**src/rtl/fb_status_pkg.sv**
```systemverilog
package fb_status_pkg;

  // ==========================================================
  // Timing and reset constants
  // ==========================================================
  // Bus exchanges needed for a clear; a load acceptance needs one fewer
  localparam int unsigned XCHG_CYCLES = 4;
  localparam logic [2:0] XCHG_CNT_W3 = 3'h4;
  localparam logic [2:0] CNT_RST = 3'h0;

  // ==========================================================
  // Carriers
  // ==========================================================
  // Raw fault causes from the pin supervisors
  typedef struct packed {
    logic enc_supply;
    logic out1;
    logic out2;
    logic enc_signal;
  } fault_src_t;

  // Load request bits of one control image
  typedef struct packed {
    logic load_direct;
    logic load_preset;
    logic cmp1_load;
    logic cmp2_load;
    logic out_param_update;
  } load_req_t;

  // Counter events, one-cycle pulses
  typedef struct packed {
    logic high_limit;
    logic low_limit;
    logic zero_cross;
    logic sync_done;
  } cnt_evt_t;

  // Latched flags shown in the feedback image
  typedef struct packed {
    logic enc_supply_fault;
    logic out1_fault;
    logic out2_fault;
    logic enc_signal_fault;
    logic cmp1_flag;
    logic cmp2_flag;
    logic high_limit_flag;
    logic low_limit_flag;
    logic zero_cross_flag;
    logic sync_done_flag;
  } flags_t;

  localparam flags_t FLAGS_RST = '0;

  // Status-clear handshake states
  typedef enum logic [1:0] {CLR_IDLE, CLR_WAIT, CLR_DONE} clr_state_t;

endpackage

```
**src/rtl/counter_feedback_status.sv**
```systemverilog
`timescale 1ns/10ps
module counter_feedback_status
  import fb_status_pkg::*;
#(
  parameter int unsigned XCHG_COUNT = XCHG_CYCLES
)
(
  input wire logic sys_clk_i,
  input wire logic rst_n_i,
  input wire logic clk_en_i,
  input wire logic xchg_i,
  input wire fault_src_t fault_src_i,
  input wire logic [3:0] diag_en_i,
  input wire logic error_ack_i,
  input wire logic host_stop_i,
  input wire load_req_t load_req_i,
  input wire logic load_value_bad_i,
  input wire logic param_bad_i,
  input wire logic status_clear_req_i,
  input wire cnt_evt_t cnt_evt_i,
  input wire logic no_main_dir_i,
  input wire logic out1_on_i,
  input wire logic out2_on_i,
  input wire logic out1_enable_i,
  input wire logic out2_enable_i,
  input wire logic out1_force_i,
  input wire logic out2_force_i,
  input wire logic input_pin_i,
  input wire logic gate_open_i,
  output logic input_pin_state_o,
  output logic out1_state_o,
  output logic out2_state_o,
  output logic gate_open_state_o,
  output logic load_busy_o,
  output logic load_accept_o,
  output logic load_conflict_error_o,
  output logic setting_error_o,
  output logic status_clear_active_o,
  output flags_t flags_o,
  output logic [3:0] diag_msg_o
);

  // ==========================================================
  // Internal state
  // ==========================================================
  flags_t flags_d;
  clr_state_t clr_q;
  logic [2:0] clr_cnt_q;
  logic [2:0] load_cnt_q;
  logic clr_now;
  logic ack_live;
  logic [3:0] fsrc;
  logic [3:0] fcur;
  logic multi_load;
  logic any_load;
  // Count value at the last exchange of a clear or load
  localparam logic [2:0] XCHG_LAST = 3'(XCHG_COUNT - 1);

  // Counters are three bits; one exchange leaves no busy phase
  if (XCHG_COUNT < 2 || XCHG_COUNT > 8) begin : g_count_check
    $error("XCHG_COUNT must lie between 2 and 8");
  end

  // Number of set bits in a load request
  function automatic logic [2:0] ones5(input load_req_t r);
    ones5 = 3'(r.load_direct) + 3'(r.load_preset) + 3'(r.cmp1_load)
          + 3'(r.cmp2_load) + 3'(r.out_param_update);
  endfunction

  assign fsrc = {fault_src_i.enc_supply, fault_src_i.out1,
                 fault_src_i.out2, fault_src_i.enc_signal};
  assign fcur = {flags_o.enc_supply_fault, flags_o.out1_fault,
                 flags_o.out2_fault, flags_o.enc_signal_fault};
  assign multi_load = ones5(load_req_i) > 3'h1;
  assign any_load = ones5(load_req_i) != 3'h0;
  assign ack_live = error_ack_i || host_stop_i;
  // clear pulse at end of handshake wait
  assign clr_now = (clr_q == CLR_WAIT) && xchg_i
                   && (clr_cnt_q == XCHG_LAST);

  // ==========================================================
  // Next value of latched flags
  // ==========================================================
  // Faults: set wins; events: set wins over clear
  always_comb begin
    flags_d = flags_o;
    if (ack_live) begin
      {flags_d.enc_supply_fault, flags_d.out1_fault,
       flags_d.out2_fault, flags_d.enc_signal_fault} = fsrc;
    end else begin
      {flags_d.enc_supply_fault, flags_d.out1_fault,
       flags_d.out2_fault, flags_d.enc_signal_fault} = fcur | fsrc;
    end
    if (clr_now) begin
      flags_d.cmp1_flag = 1'b0;
      flags_d.cmp2_flag = 1'b0;
      flags_d.high_limit_flag = 1'b0;
      flags_d.low_limit_flag = 1'b0;
      flags_d.zero_cross_flag = 1'b0;
      flags_d.sync_done_flag = 1'b0;
    end
    // comparator set, re-set if output on
    if (out1_on_i) flags_d.cmp1_flag = 1'b1;
    if (out2_on_i) flags_d.cmp2_flag = 1'b1;
    if (out1_force_i && !out1_enable_i) flags_d.cmp1_flag = 1'b1;
    if (out2_force_i && !out2_enable_i) flags_d.cmp2_flag = 1'b1;
    if (cnt_evt_i.high_limit) flags_d.high_limit_flag = 1'b1;
    if (cnt_evt_i.low_limit) flags_d.low_limit_flag = 1'b1;
    if (cnt_evt_i.zero_cross && no_main_dir_i) begin
      flags_d.zero_cross_flag = 1'b1;
    end
    if (cnt_evt_i.sync_done) flags_d.sync_done_flag = 1'b1;
  end

  // ==========================================================
  // Flag registers
  // ==========================================================
  // reset clears flags
  always_ff @(posedge sys_clk_i or negedge rst_n_i) begin
    if (!rst_n_i) begin
      flags_o <= FLAGS_RST;
    end else if (clk_en_i) begin
      flags_o <= flags_d;
    end
  end

  always_ff @(posedge sys_clk_i or negedge rst_n_i) begin
    if (!rst_n_i) begin
      diag_msg_o <= 4'h0;
    end else if (clk_en_i) begin
      diag_msg_o <= fcur & diag_en_i;
    end
  end

  // ==========================================================
  // Status-clear handshake
  // ==========================================================
  // four exchanges then clear
  always_ff @(posedge sys_clk_i or negedge rst_n_i) begin
    if (!rst_n_i) begin
      clr_q <= CLR_IDLE;
      clr_cnt_q <= CNT_RST;
    end else if (clk_en_i) begin
      case (clr_q)
        CLR_IDLE: begin
          clr_cnt_q <= CNT_RST;
          if (status_clear_req_i) clr_q <= CLR_WAIT;
        end
        CLR_WAIT: begin
          if (xchg_i) begin
            clr_cnt_q <= clr_cnt_q + 3'h1;
            if (clr_now) clr_q <= CLR_DONE;
          end
        end
        CLR_DONE: begin
          if (!status_clear_req_i) clr_q <= CLR_IDLE;
        end
        default: clr_q <= CLR_IDLE;
      endcase
    end
  end

  always_ff @(posedge sys_clk_i or negedge rst_n_i) begin
    if (!rst_n_i) begin
      status_clear_active_o <= 1'b0;
    end else if (clk_en_i) begin
      status_clear_active_o <= (clr_q != CLR_IDLE) || status_clear_req_i;
    end
  end

  // ==========================================================
  // Load function
  // ==========================================================
  // busy for three exchanges, reject bad values
  always_ff @(posedge sys_clk_i or negedge rst_n_i) begin
    if (!rst_n_i) begin
      load_cnt_q <= CNT_RST;
      load_busy_o <= 1'b0;
      load_accept_o <= 1'b0;
    end else if (clk_en_i) begin
      load_accept_o <= 1'b0;
      if (load_cnt_q == CNT_RST) begin
        if (any_load && !multi_load && !load_value_bad_i) begin
          load_cnt_q <= 3'h1;
          load_busy_o <= 1'b1;
        end
      end else if (xchg_i) begin
        if (load_cnt_q == XCHG_LAST) begin
          load_cnt_q <= CNT_RST;
          load_busy_o <= 1'b0;
          load_accept_o <= 1'b1;
        end else begin
          load_cnt_q <= load_cnt_q + 3'h1;
        end
      end
    end
  end

  always_ff @(posedge sys_clk_i or negedge rst_n_i) begin
    if (!rst_n_i) begin
      load_conflict_error_o <= 1'b0;
    end else if (clk_en_i) begin
      if (multi_load || (any_load && load_value_bad_i)) begin
        load_conflict_error_o <= 1'b1;
      end else if (any_load) begin
        load_conflict_error_o <= 1'b0;
      end
    end
  end

  // ==========================================================
  // Live states
  // ==========================================================
  // live mirrors
  always_ff @(posedge sys_clk_i or negedge rst_n_i) begin
    if (!rst_n_i) begin
      setting_error_o <= 1'b0;
      input_pin_state_o <= 1'b0;
      out1_state_o <= 1'b0;
      out2_state_o <= 1'b0;
      gate_open_state_o <= 1'b0;
    end else if (clk_en_i) begin
      setting_error_o <= param_bad_i;
      input_pin_state_o <= input_pin_i;
      out1_state_o <= out1_on_i;
      out2_state_o <= out2_on_i;
      gate_open_state_o <= gate_open_i;
    end
  end

  // ==========================================================
  // Assertions
  // ==========================================================
  property p_fault_hold;
    @(posedge sys_clk_i) disable iff (!rst_n_i)
      clk_en_i && !error_ack_i && !host_stop_i && flags_o.out1_fault
      |=> flags_o.out1_fault;
  endproperty
  a_fault_hold: assert property (p_fault_hold)
    else $error("fault flag dropped without ack");

  property p_fault_set;
    @(posedge sys_clk_i) disable iff (!rst_n_i)
      clk_en_i && fault_src_i.enc_supply |=> flags_o.enc_supply_fault;
  endproperty
  a_fault_set: assert property (p_fault_set)
    else $error("supply fault not latched");

  property p_cmp_reset;
    @(posedge sys_clk_i) disable iff (!rst_n_i)
      clk_en_i && out1_on_i |=> flags_o.cmp1_flag;
  endproperty
  a_cmp_reset: assert property (p_cmp_reset)
    else $error("cmp1 flag not set while output on");

  property p_force;
    @(posedge sys_clk_i) disable iff (!rst_n_i)
      clk_en_i && out2_force_i && !out2_enable_i |=> flags_o.cmp2_flag;
  endproperty
  a_force: assert property (p_force)
    else $error("cmp2 flag not set by force");

  property p_conflict;
    @(posedge sys_clk_i) disable iff (!rst_n_i)
      clk_en_i && $countones(load_req_i) > 1 && !load_busy_o
      |=> load_conflict_error_o && !load_busy_o;
  endproperty
  a_conflict: assert property (p_conflict)
    else $error("load conflict not reported");

  property p_sync_hold;
    @(posedge sys_clk_i) disable iff (!rst_n_i)
      clk_en_i && flags_o.sync_done_flag && !clr_now
      |=> flags_o.sync_done_flag;
  endproperty
  a_sync_hold: assert property (p_sync_hold)
    else $error("sync flag lost without clear");

  property p_clr_active;
    @(posedge sys_clk_i) disable iff (!rst_n_i)
      clk_en_i && status_clear_req_i |=> status_clear_active_o;
  endproperty
  a_clr_active: assert property (p_clr_active)
    else $error("clear activity not shown");

  property p_mirror;
    @(posedge sys_clk_i) disable iff (!rst_n_i)
      clk_en_i |=> out1_state_o == $past(out1_on_i)
               && input_pin_state_o == $past(input_pin_i);
  endproperty
  a_mirror: assert property (p_mirror)
    else $error("output state mirror wrong");

  property p_cmp_hold;
    @(posedge sys_clk_i) disable iff (!rst_n_i)
      clk_en_i && flags_o.cmp1_flag && !clr_now |=> flags_o.cmp1_flag;
  endproperty
  a_cmp_hold: assert property (p_cmp_hold)
    else $error("cmp1 flag lost without clear");

  property p_clr_done;
    @(posedge sys_clk_i) disable iff (!rst_n_i)
      clk_en_i && clr_now && !cnt_evt_i.high_limit
      |=> !flags_o.high_limit_flag;
  endproperty
  a_clr_done: assert property (p_clr_done)
    else $error("high limit flag not cleared");

  property p_bad_value;
    @(posedge sys_clk_i) disable iff (!rst_n_i)
      clk_en_i && $countones(load_req_i) == 1 && load_value_bad_i
      && !load_busy_o |=> load_conflict_error_o && !load_busy_o;
  endproperty
  a_bad_value: assert property (p_bad_value)
    else $error("bad load value not rejected");

  property p_load_done;
    @(posedge sys_clk_i) disable iff (!rst_n_i)
      load_accept_o && $past(clk_en_i) |-> $past(xchg_i) && !load_busy_o;
  endproperty
  a_load_done: assert property (p_load_done)
    else $error("load accepted off an exchange");

  c_clear: cover property (@(posedge sys_clk_i) disable iff (!rst_n_i)
    clr_now);
  c_load: cover property (@(posedge sys_clk_i) disable iff (!rst_n_i)
    load_accept_o);
  c_ack: cover property (@(posedge sys_clk_i) disable iff (!rst_n_i)
    flags_o.out2_fault ##1 !flags_o.out2_fault);
  c_conflict: cover property (@(posedge sys_clk_i) disable iff (!rst_n_i)
    load_conflict_error_o && !load_busy_o);

endmodule // counter_feedback_status

```
**config.mk**
```make
export PLATFORM = sky130hd
export DESIGN_NAME = counter_feedback_status
export DESIGN_NICKNAME = d
export VERILOG_FILES = /design/src/rtl/fb_status_pkg.sv /design/src/rtl/counter_feedback_status.sv
export SDC_FILE = /design/constraint.sdc
export NUM_CORES = 1
export LEC_CHECK = 0
export BUFFER_PORTS_ARGS = -buffer_cell sky130_fd_sc_hd__buf_2
export CAP_MARGIN = 10
export CORE_AREA = 2 2 61 63
export DETAILED_ROUTE_END_ITERATION = 7
export DIE_AREA = 0 0 63 65
export PLACE_DENSITY_LB_ADDON = 0.2
export SLEW_MARGIN = 0
export SYNTH_ARGS = -nofsm -noshare
export SYNTH_HDL_FRONTEND = slang
export SYNTH_SLANG_ARGS = --single-unit
```
**constraint.sdc**
```tcl
create_clock -name sys_clk_i -period 3.49 [get_ports sys_clk_i]
set_clock_uncertainty 0.05 [all_clocks]
set_input_delay 0.349 -clock sys_clk_i [delete_from_list [all_inputs] [get_ports sys_clk_i]]
set_output_delay 0.349 -clock sys_clk_i [all_outputs]
set_load 0.01 [all_outputs]
```
# After elaboration in Yosys (flattened, before gate mapping)
# Cells that the tools add are included.
# totals
mem_bits_rw	0
memories	0
output_inout_bits	23
rom_bits	0
wordCells	111
latchBits	0
ff_bits	31
in_bits	35
# op_classes
n_lt_le_gt_ge	1
mux	30
div_mod_pow	0
reduce_logical	40
addsub	6
bitwise	2
n_mul	0
shifts	0
n_eq_ne	9
# op_table
op	n
nonzero test 2 bit	9
2-to-1 mux 1 bit	17
2-to-1 mux 3 bit	5
AND reduction 2 bit	7
nonzero test 3 bit	3
logical AND 1 bit	8
2-to-1 mux 2 bit	4
!= test 2 bit (second input constant)	4
adder 3 x 1 -> 3 bit	2
adder 3 x 1 -> 3 bit (second input constant)	2
equality test 3 x 2 -> 1 bit (second input constant)	2
2-to-1 mux 6 bit	1
one-hot mux 2 bit (3 select lines)	1
one-hot mux 3 bit (2 select lines)	1
AND reduction 3 bit	2
AND reduction 5 bit	1
bitwise AND 4 bit	1
logical NOT 1 bit	4
2-to-1 mux 4 bit	1
OR 4 bit	1
AND reduction 4 bit	1
adder 2 x 1 -> 3 bit	1
greater-than comparator 3 x 1 -> 1 bit (second input constant)	1
logical NOT 3 bit	1
other kinds (6)	8

# Longest topological paths before layout
# logic_depth
depth_word	10
depth_mapped	6
ltp_nobuf	6

# Least setup slack after synthesis
# OpenSTA, ideal clock, no wires.
# synth_timing
kind	in2reg
from	input port load_req_i[0] in the netlist's numbering
to	register load_busy_o
n_path_buf	0
setup_ps	121
required_time_ps	3319
cell_stages	6
arrival_time_ps	2182
slack_ps	1137
cell_sequence	fa_1 -> fa_1 -> ha_1 -> nor3_1 -> and4bb_2 -> a22o_1
# synth_between
elab_chain_len	7
elab_cells_between_ends	8
# synth_rtl
element	line	source
start: declaration	counter_feedback_status.sv:16	input wire load_req_t load_req_i,
adder 3 x 1 -> 3 bit *	counter_feedback_status.sv:67	+ 3'(r.cmp2_load) + 3'(r.out_param_update);
greater-than comparator 3 x 1 -> 1 bit	counter_feedback_status.sv:74	assign multi_load = ones5(load_req_i) > 3'h1;
logical NOT 1 bit	counter_feedback_status.sv:183	if (any_load && !multi_load && !load_value_bad_i) begin
logical AND 1 bit * (2 in series)	counter_feedback_status.sv:183	
!= test 2 x 1 -> 1 bit (no source line) *	-	
AND reduction 4 bit (no source line) *	-	
end signal: assignment	counter_feedback_status.sv:178	load_busy_o <= 1'b0;
end signal: assignment	counter_feedback_status.sv:185	load_busy_o <= 1'b1;
end signal: assignment	counter_feedback_status.sv:190	load_busy_o <= 1'b0;
end: declaration	counter_feedback_status.sv:34	output logic load_busy_o,
# Mark *: on every way between the ends. The rest lies on a longest branch, timed or not.
# A chain may end at the register's enable or synchronous reset.

# Worst setup path after layout
# Ends and elaborated chain as after synthesis.

==> results.json <==
{
  "powerDensity_nw_per_um2": 570.4,
  "routed-via-count": 1173,
  "critPathMaxFanout": 3,
  "relSlewSlack": 0.5589,
  "die_w_um": 63,
  "finalCriticalPeriod_ps": 2228,
  "worstPathArrival_ps": 2410,
  "synth_compound_area_frac": 0.1788,
  "overflow": 0,
  "grt_first_pass_wirelength_mm": 5.230,
  "syn_area_per_cell_sq_um": 11.35,
  "grt_max_degree": 38,
  "fin_total_pwr_w": 0.001041,
  "synth_area_leaders": "dfrtp_1 (54%), a22o_1 (6.1%), ha_1 (5.2%)",
  "antenna_found_initial": 0,
  "worst_setup_path_end_kind": "register",
  "routedWlPerCell_um": 12.17,
  "synth_top_family_by_area": "compound AO/OA/AOI/OAI gates",
  "area_growth_pct": 26.56,
  "cellLeakagePower_nw": 0.9132,
  "report.final.slew_viol_count": 0,
  "fill_cells": 342,
  "clk_pin_slew_worst_paths_ps": 100,
  "rsz0062_at_grt": "false",
  "track_usage": 0.1681,
  "fmaxAchievable_mhz": 448.9,
  "yosys_warnings": 0,
  "cp_top_family": "adder cells",
  "syn_nets": 170,
  "multi_input_area_sq_um": 571.8,
  "tightest_slew_ps": 661.6,
  "dp_hpwl_mm": 2.166,
  "drt-initial-drc-count": 58,
  "most-common-layout-cells": "buf_2 (57), dfrtp_1 (31), inv_1 (17)",
  "synth_area_leader_cell": "dfrtp_1",
  "fp.dieH_um": 65,
  "synthMuxAreaShare": 0.04601,
  "final_common_cell": "buf_2",
  "clock-sinks": 31,
  "gp_congestion": 0.7755,
  "maxCapViolations": 0,
  "rows": 22,
  "synthSimpleGateAreaFrac": 0.09201,
  "ys_types": 34,
  "grt_pass1_vias": 1242,
  "synthCells": 127,
  "cts-root-buf": "clkbuf_4",
  "ant_nets": 0,
  "cts_tree": "built",
  "synthAdderAreaFrac": 0.07986,
  "hold_path_class": "primary input to register",
  "coreArea_sq_um": 3496,
  "tns_ps": 0,
  "crit_top_cell": "fa_1",
  "clk_latency_ps": 330,
  "cts_htree_levels": 2,
  "initial_utilization": 0.4123,
  "setup_viol": 0,
  "worst-path-buf-inv": 1,
  "startpoint_type": "primary input",
  "drtPass1Iterations": 4,
  "cts_inserted_buffers": 5,
  "worstSetupPathType": "primary input to register",
  "hold_viol": 0,
  "yosysSeqAreaShare": 0.5382,
  "finalCritPeriodShare": 0.6383,
  "nets": 229,
  "synth_top_area_frac": 0.5382,
  "clock_path_buffers": 2,
  "cp_slowest_cell": "fa_1",
  "viasPerCell": 4.991,
  "path_cells": "buf_2 -> fa_1 -> fa_1 -> ha_1 -> nor3_1 -> and4bb_2 -> a22o_1",
  "regArea_sq_um": 775.7,
  "synth-xor-area-share": 0,
  "antenna_cells": 0,
  "crit_required_ps": 3670,
  "cts_setup_buffers": 0,
  "irDropWorstVdd_mv": 0.2760,
  "drc_errors": 0,
  "io_buffers": 57,
  "status": "finished, final reports clean",
  "wirelength_mm": 2.859,
  "max_stage_delay_ps": 490,
  "syn_area_sq_um": 1441,
  "io-pin-count": 58,
  "dieArea_sq_um": 4095,
  "post_route_cells_drive_above_1_share": 0.3850,
  "ys_ff_latch": 31
}
## final cells by class
type                    count  area share
flip-flops and latches     31      0.4252
multi-input cells          73      0.3134
clock inverters             3     0.01097
well taps                  48     0.03292
inverters                  17     0.03498
clock buffers               5     0.02058
repair buffers             58      0.1619
## synthesized netlist by cell type
| cell | number |
|---|---|
| nand2_1 | 3 |
| nor2_1 | 3 |
| nand3_1 | 4 |
| o2bb2ai_1 | 3 |
| buf_2 | 3 |
| nand2b_4 | 1 |
| ha_1 | 6 |
| inv_1 | 17 |
| fa_1 | 2 |
| nor2b_1 | 1 |
| a22oi_1 | 2 |
| o21ai_0 | 10 |
| nand4_1 | 1 |
| o21bai_1 | 1 |
| or4_1 | 1 |
| o31ai_1 | 1 |
| clkbuf_1 | 2 |
| nor4_1 | 1 |
| nor3_1 | 2 |
| a31oi_1 | 2 |
| nand3b_1 | 1 |
| a32o_1 | 1 |
| or3_1 | 1 |
| dfrtp_1 | 31 |
| a22o_1 | 10 |
| mux2_2 | 5 |
| a2bb2oi_1 | 1 |
| and4bb_2 | 1 |
| and3_1 | 1 |
| buf_4 | 1 |
| mux2i_1 | 1 |
| a21oi_1 | 4 |
| o22ai_1 | 2 |
| and2b_1 | 1 |
## metrics by stage
stage	instances	hold slack, ps	setup WS, ps	cell area (sq um)	util
6_report	235	184.2	1262	1824	0.5218
5_1_grt	235	157.2	1217	1824	0.5218
4_1_cts	235	163.3	1263	1824	0.5218
3_5_place_dp	226	380.4	902.6	1757	0.5025
3_3_place_gp	226	376.7	977.7	1757	0.5025
2_1_floorplan	127	3.409	1137	1441	-
## per-layer routing
layer | routed length [um] | track usage
met3 | 199 | 0.06076
met4 | 57 | 0.08333
met2 | 1429 | 0.2939
met1 | 1174 | 0.1791
met5 | 0 | 0
## sequential cells by signal, indices dropped and copies added, names as in the netlist
| name | cells |
|---|---|
| load_cnt_q | 3 |
| clr_q | 2 |
| load_conflict_error_o | 1 |
| gate_open_state_o | 1 |
| out2_state_o | 1 |
| input_pin_state_o | 1 |
| out1_state_o | 1 |
| status_clear_active_o | 1 |
| diag_msg_o | 4 |
| load_accept_o | 1 |
| flags_o | 10 |
| setting_error_o | 1 |
| clr_cnt_q | 3 |
| load_busy_o | 1 |
## kinds of logic after synthesis
kind of cell,Yosys count
AOI/OAI and AO/OA,37
DFF,31
buffers and inverters,23
and+or+nand+nor,22
adders and majority gates,8
muxes,6
## where the power goes
part           switching (W)  leakage (nW)  total, W  internal, W
logic               0.000163         0.531  0.000331     0.000168
registers          0.0000616         0.355  0.000506     0.000444
clock network       0.000127        0.0272  0.000204    0.0000767
total               0.000352         0.913   0.00104     0.000689
## final timing paths
check / from / endpoint / slack (ps) / cells after the start
max reg2reg: clr_cnt_q[0]$_DFFE_PN0P_ / flags_o[1]$_DFFE_PN0P_ / 1870 / 5
min reg2reg: flags_o[2]$_DFFE_PN0P_ / flags_o[2]$_DFFE_PN0P_ / 450 / 1
min: fault_src_i[1] / flags_o[7]$_DFFE_PN0P_ / 180 / 2
min in group asynchronous: rst_n_i / flags_o[6]$_DFFE_PN0P_ / 520 / 2
max: load_req_i[0] / load_busy_o$_DFFE_PN0P_ / 1260 / 7
max in group asynchronous: rst_n_i / clr_cnt_q[2]$_DFFE_PN0P_ / 2440 / 2
## repair_timing
action / 4_1_cts / 5_1_grt
hold buffers: 1 / 0
resized for setup: 0 / 0
endpoints found under the hold margin: 11 / 0
Note: power is estimated with default switching activity, not from simulation.
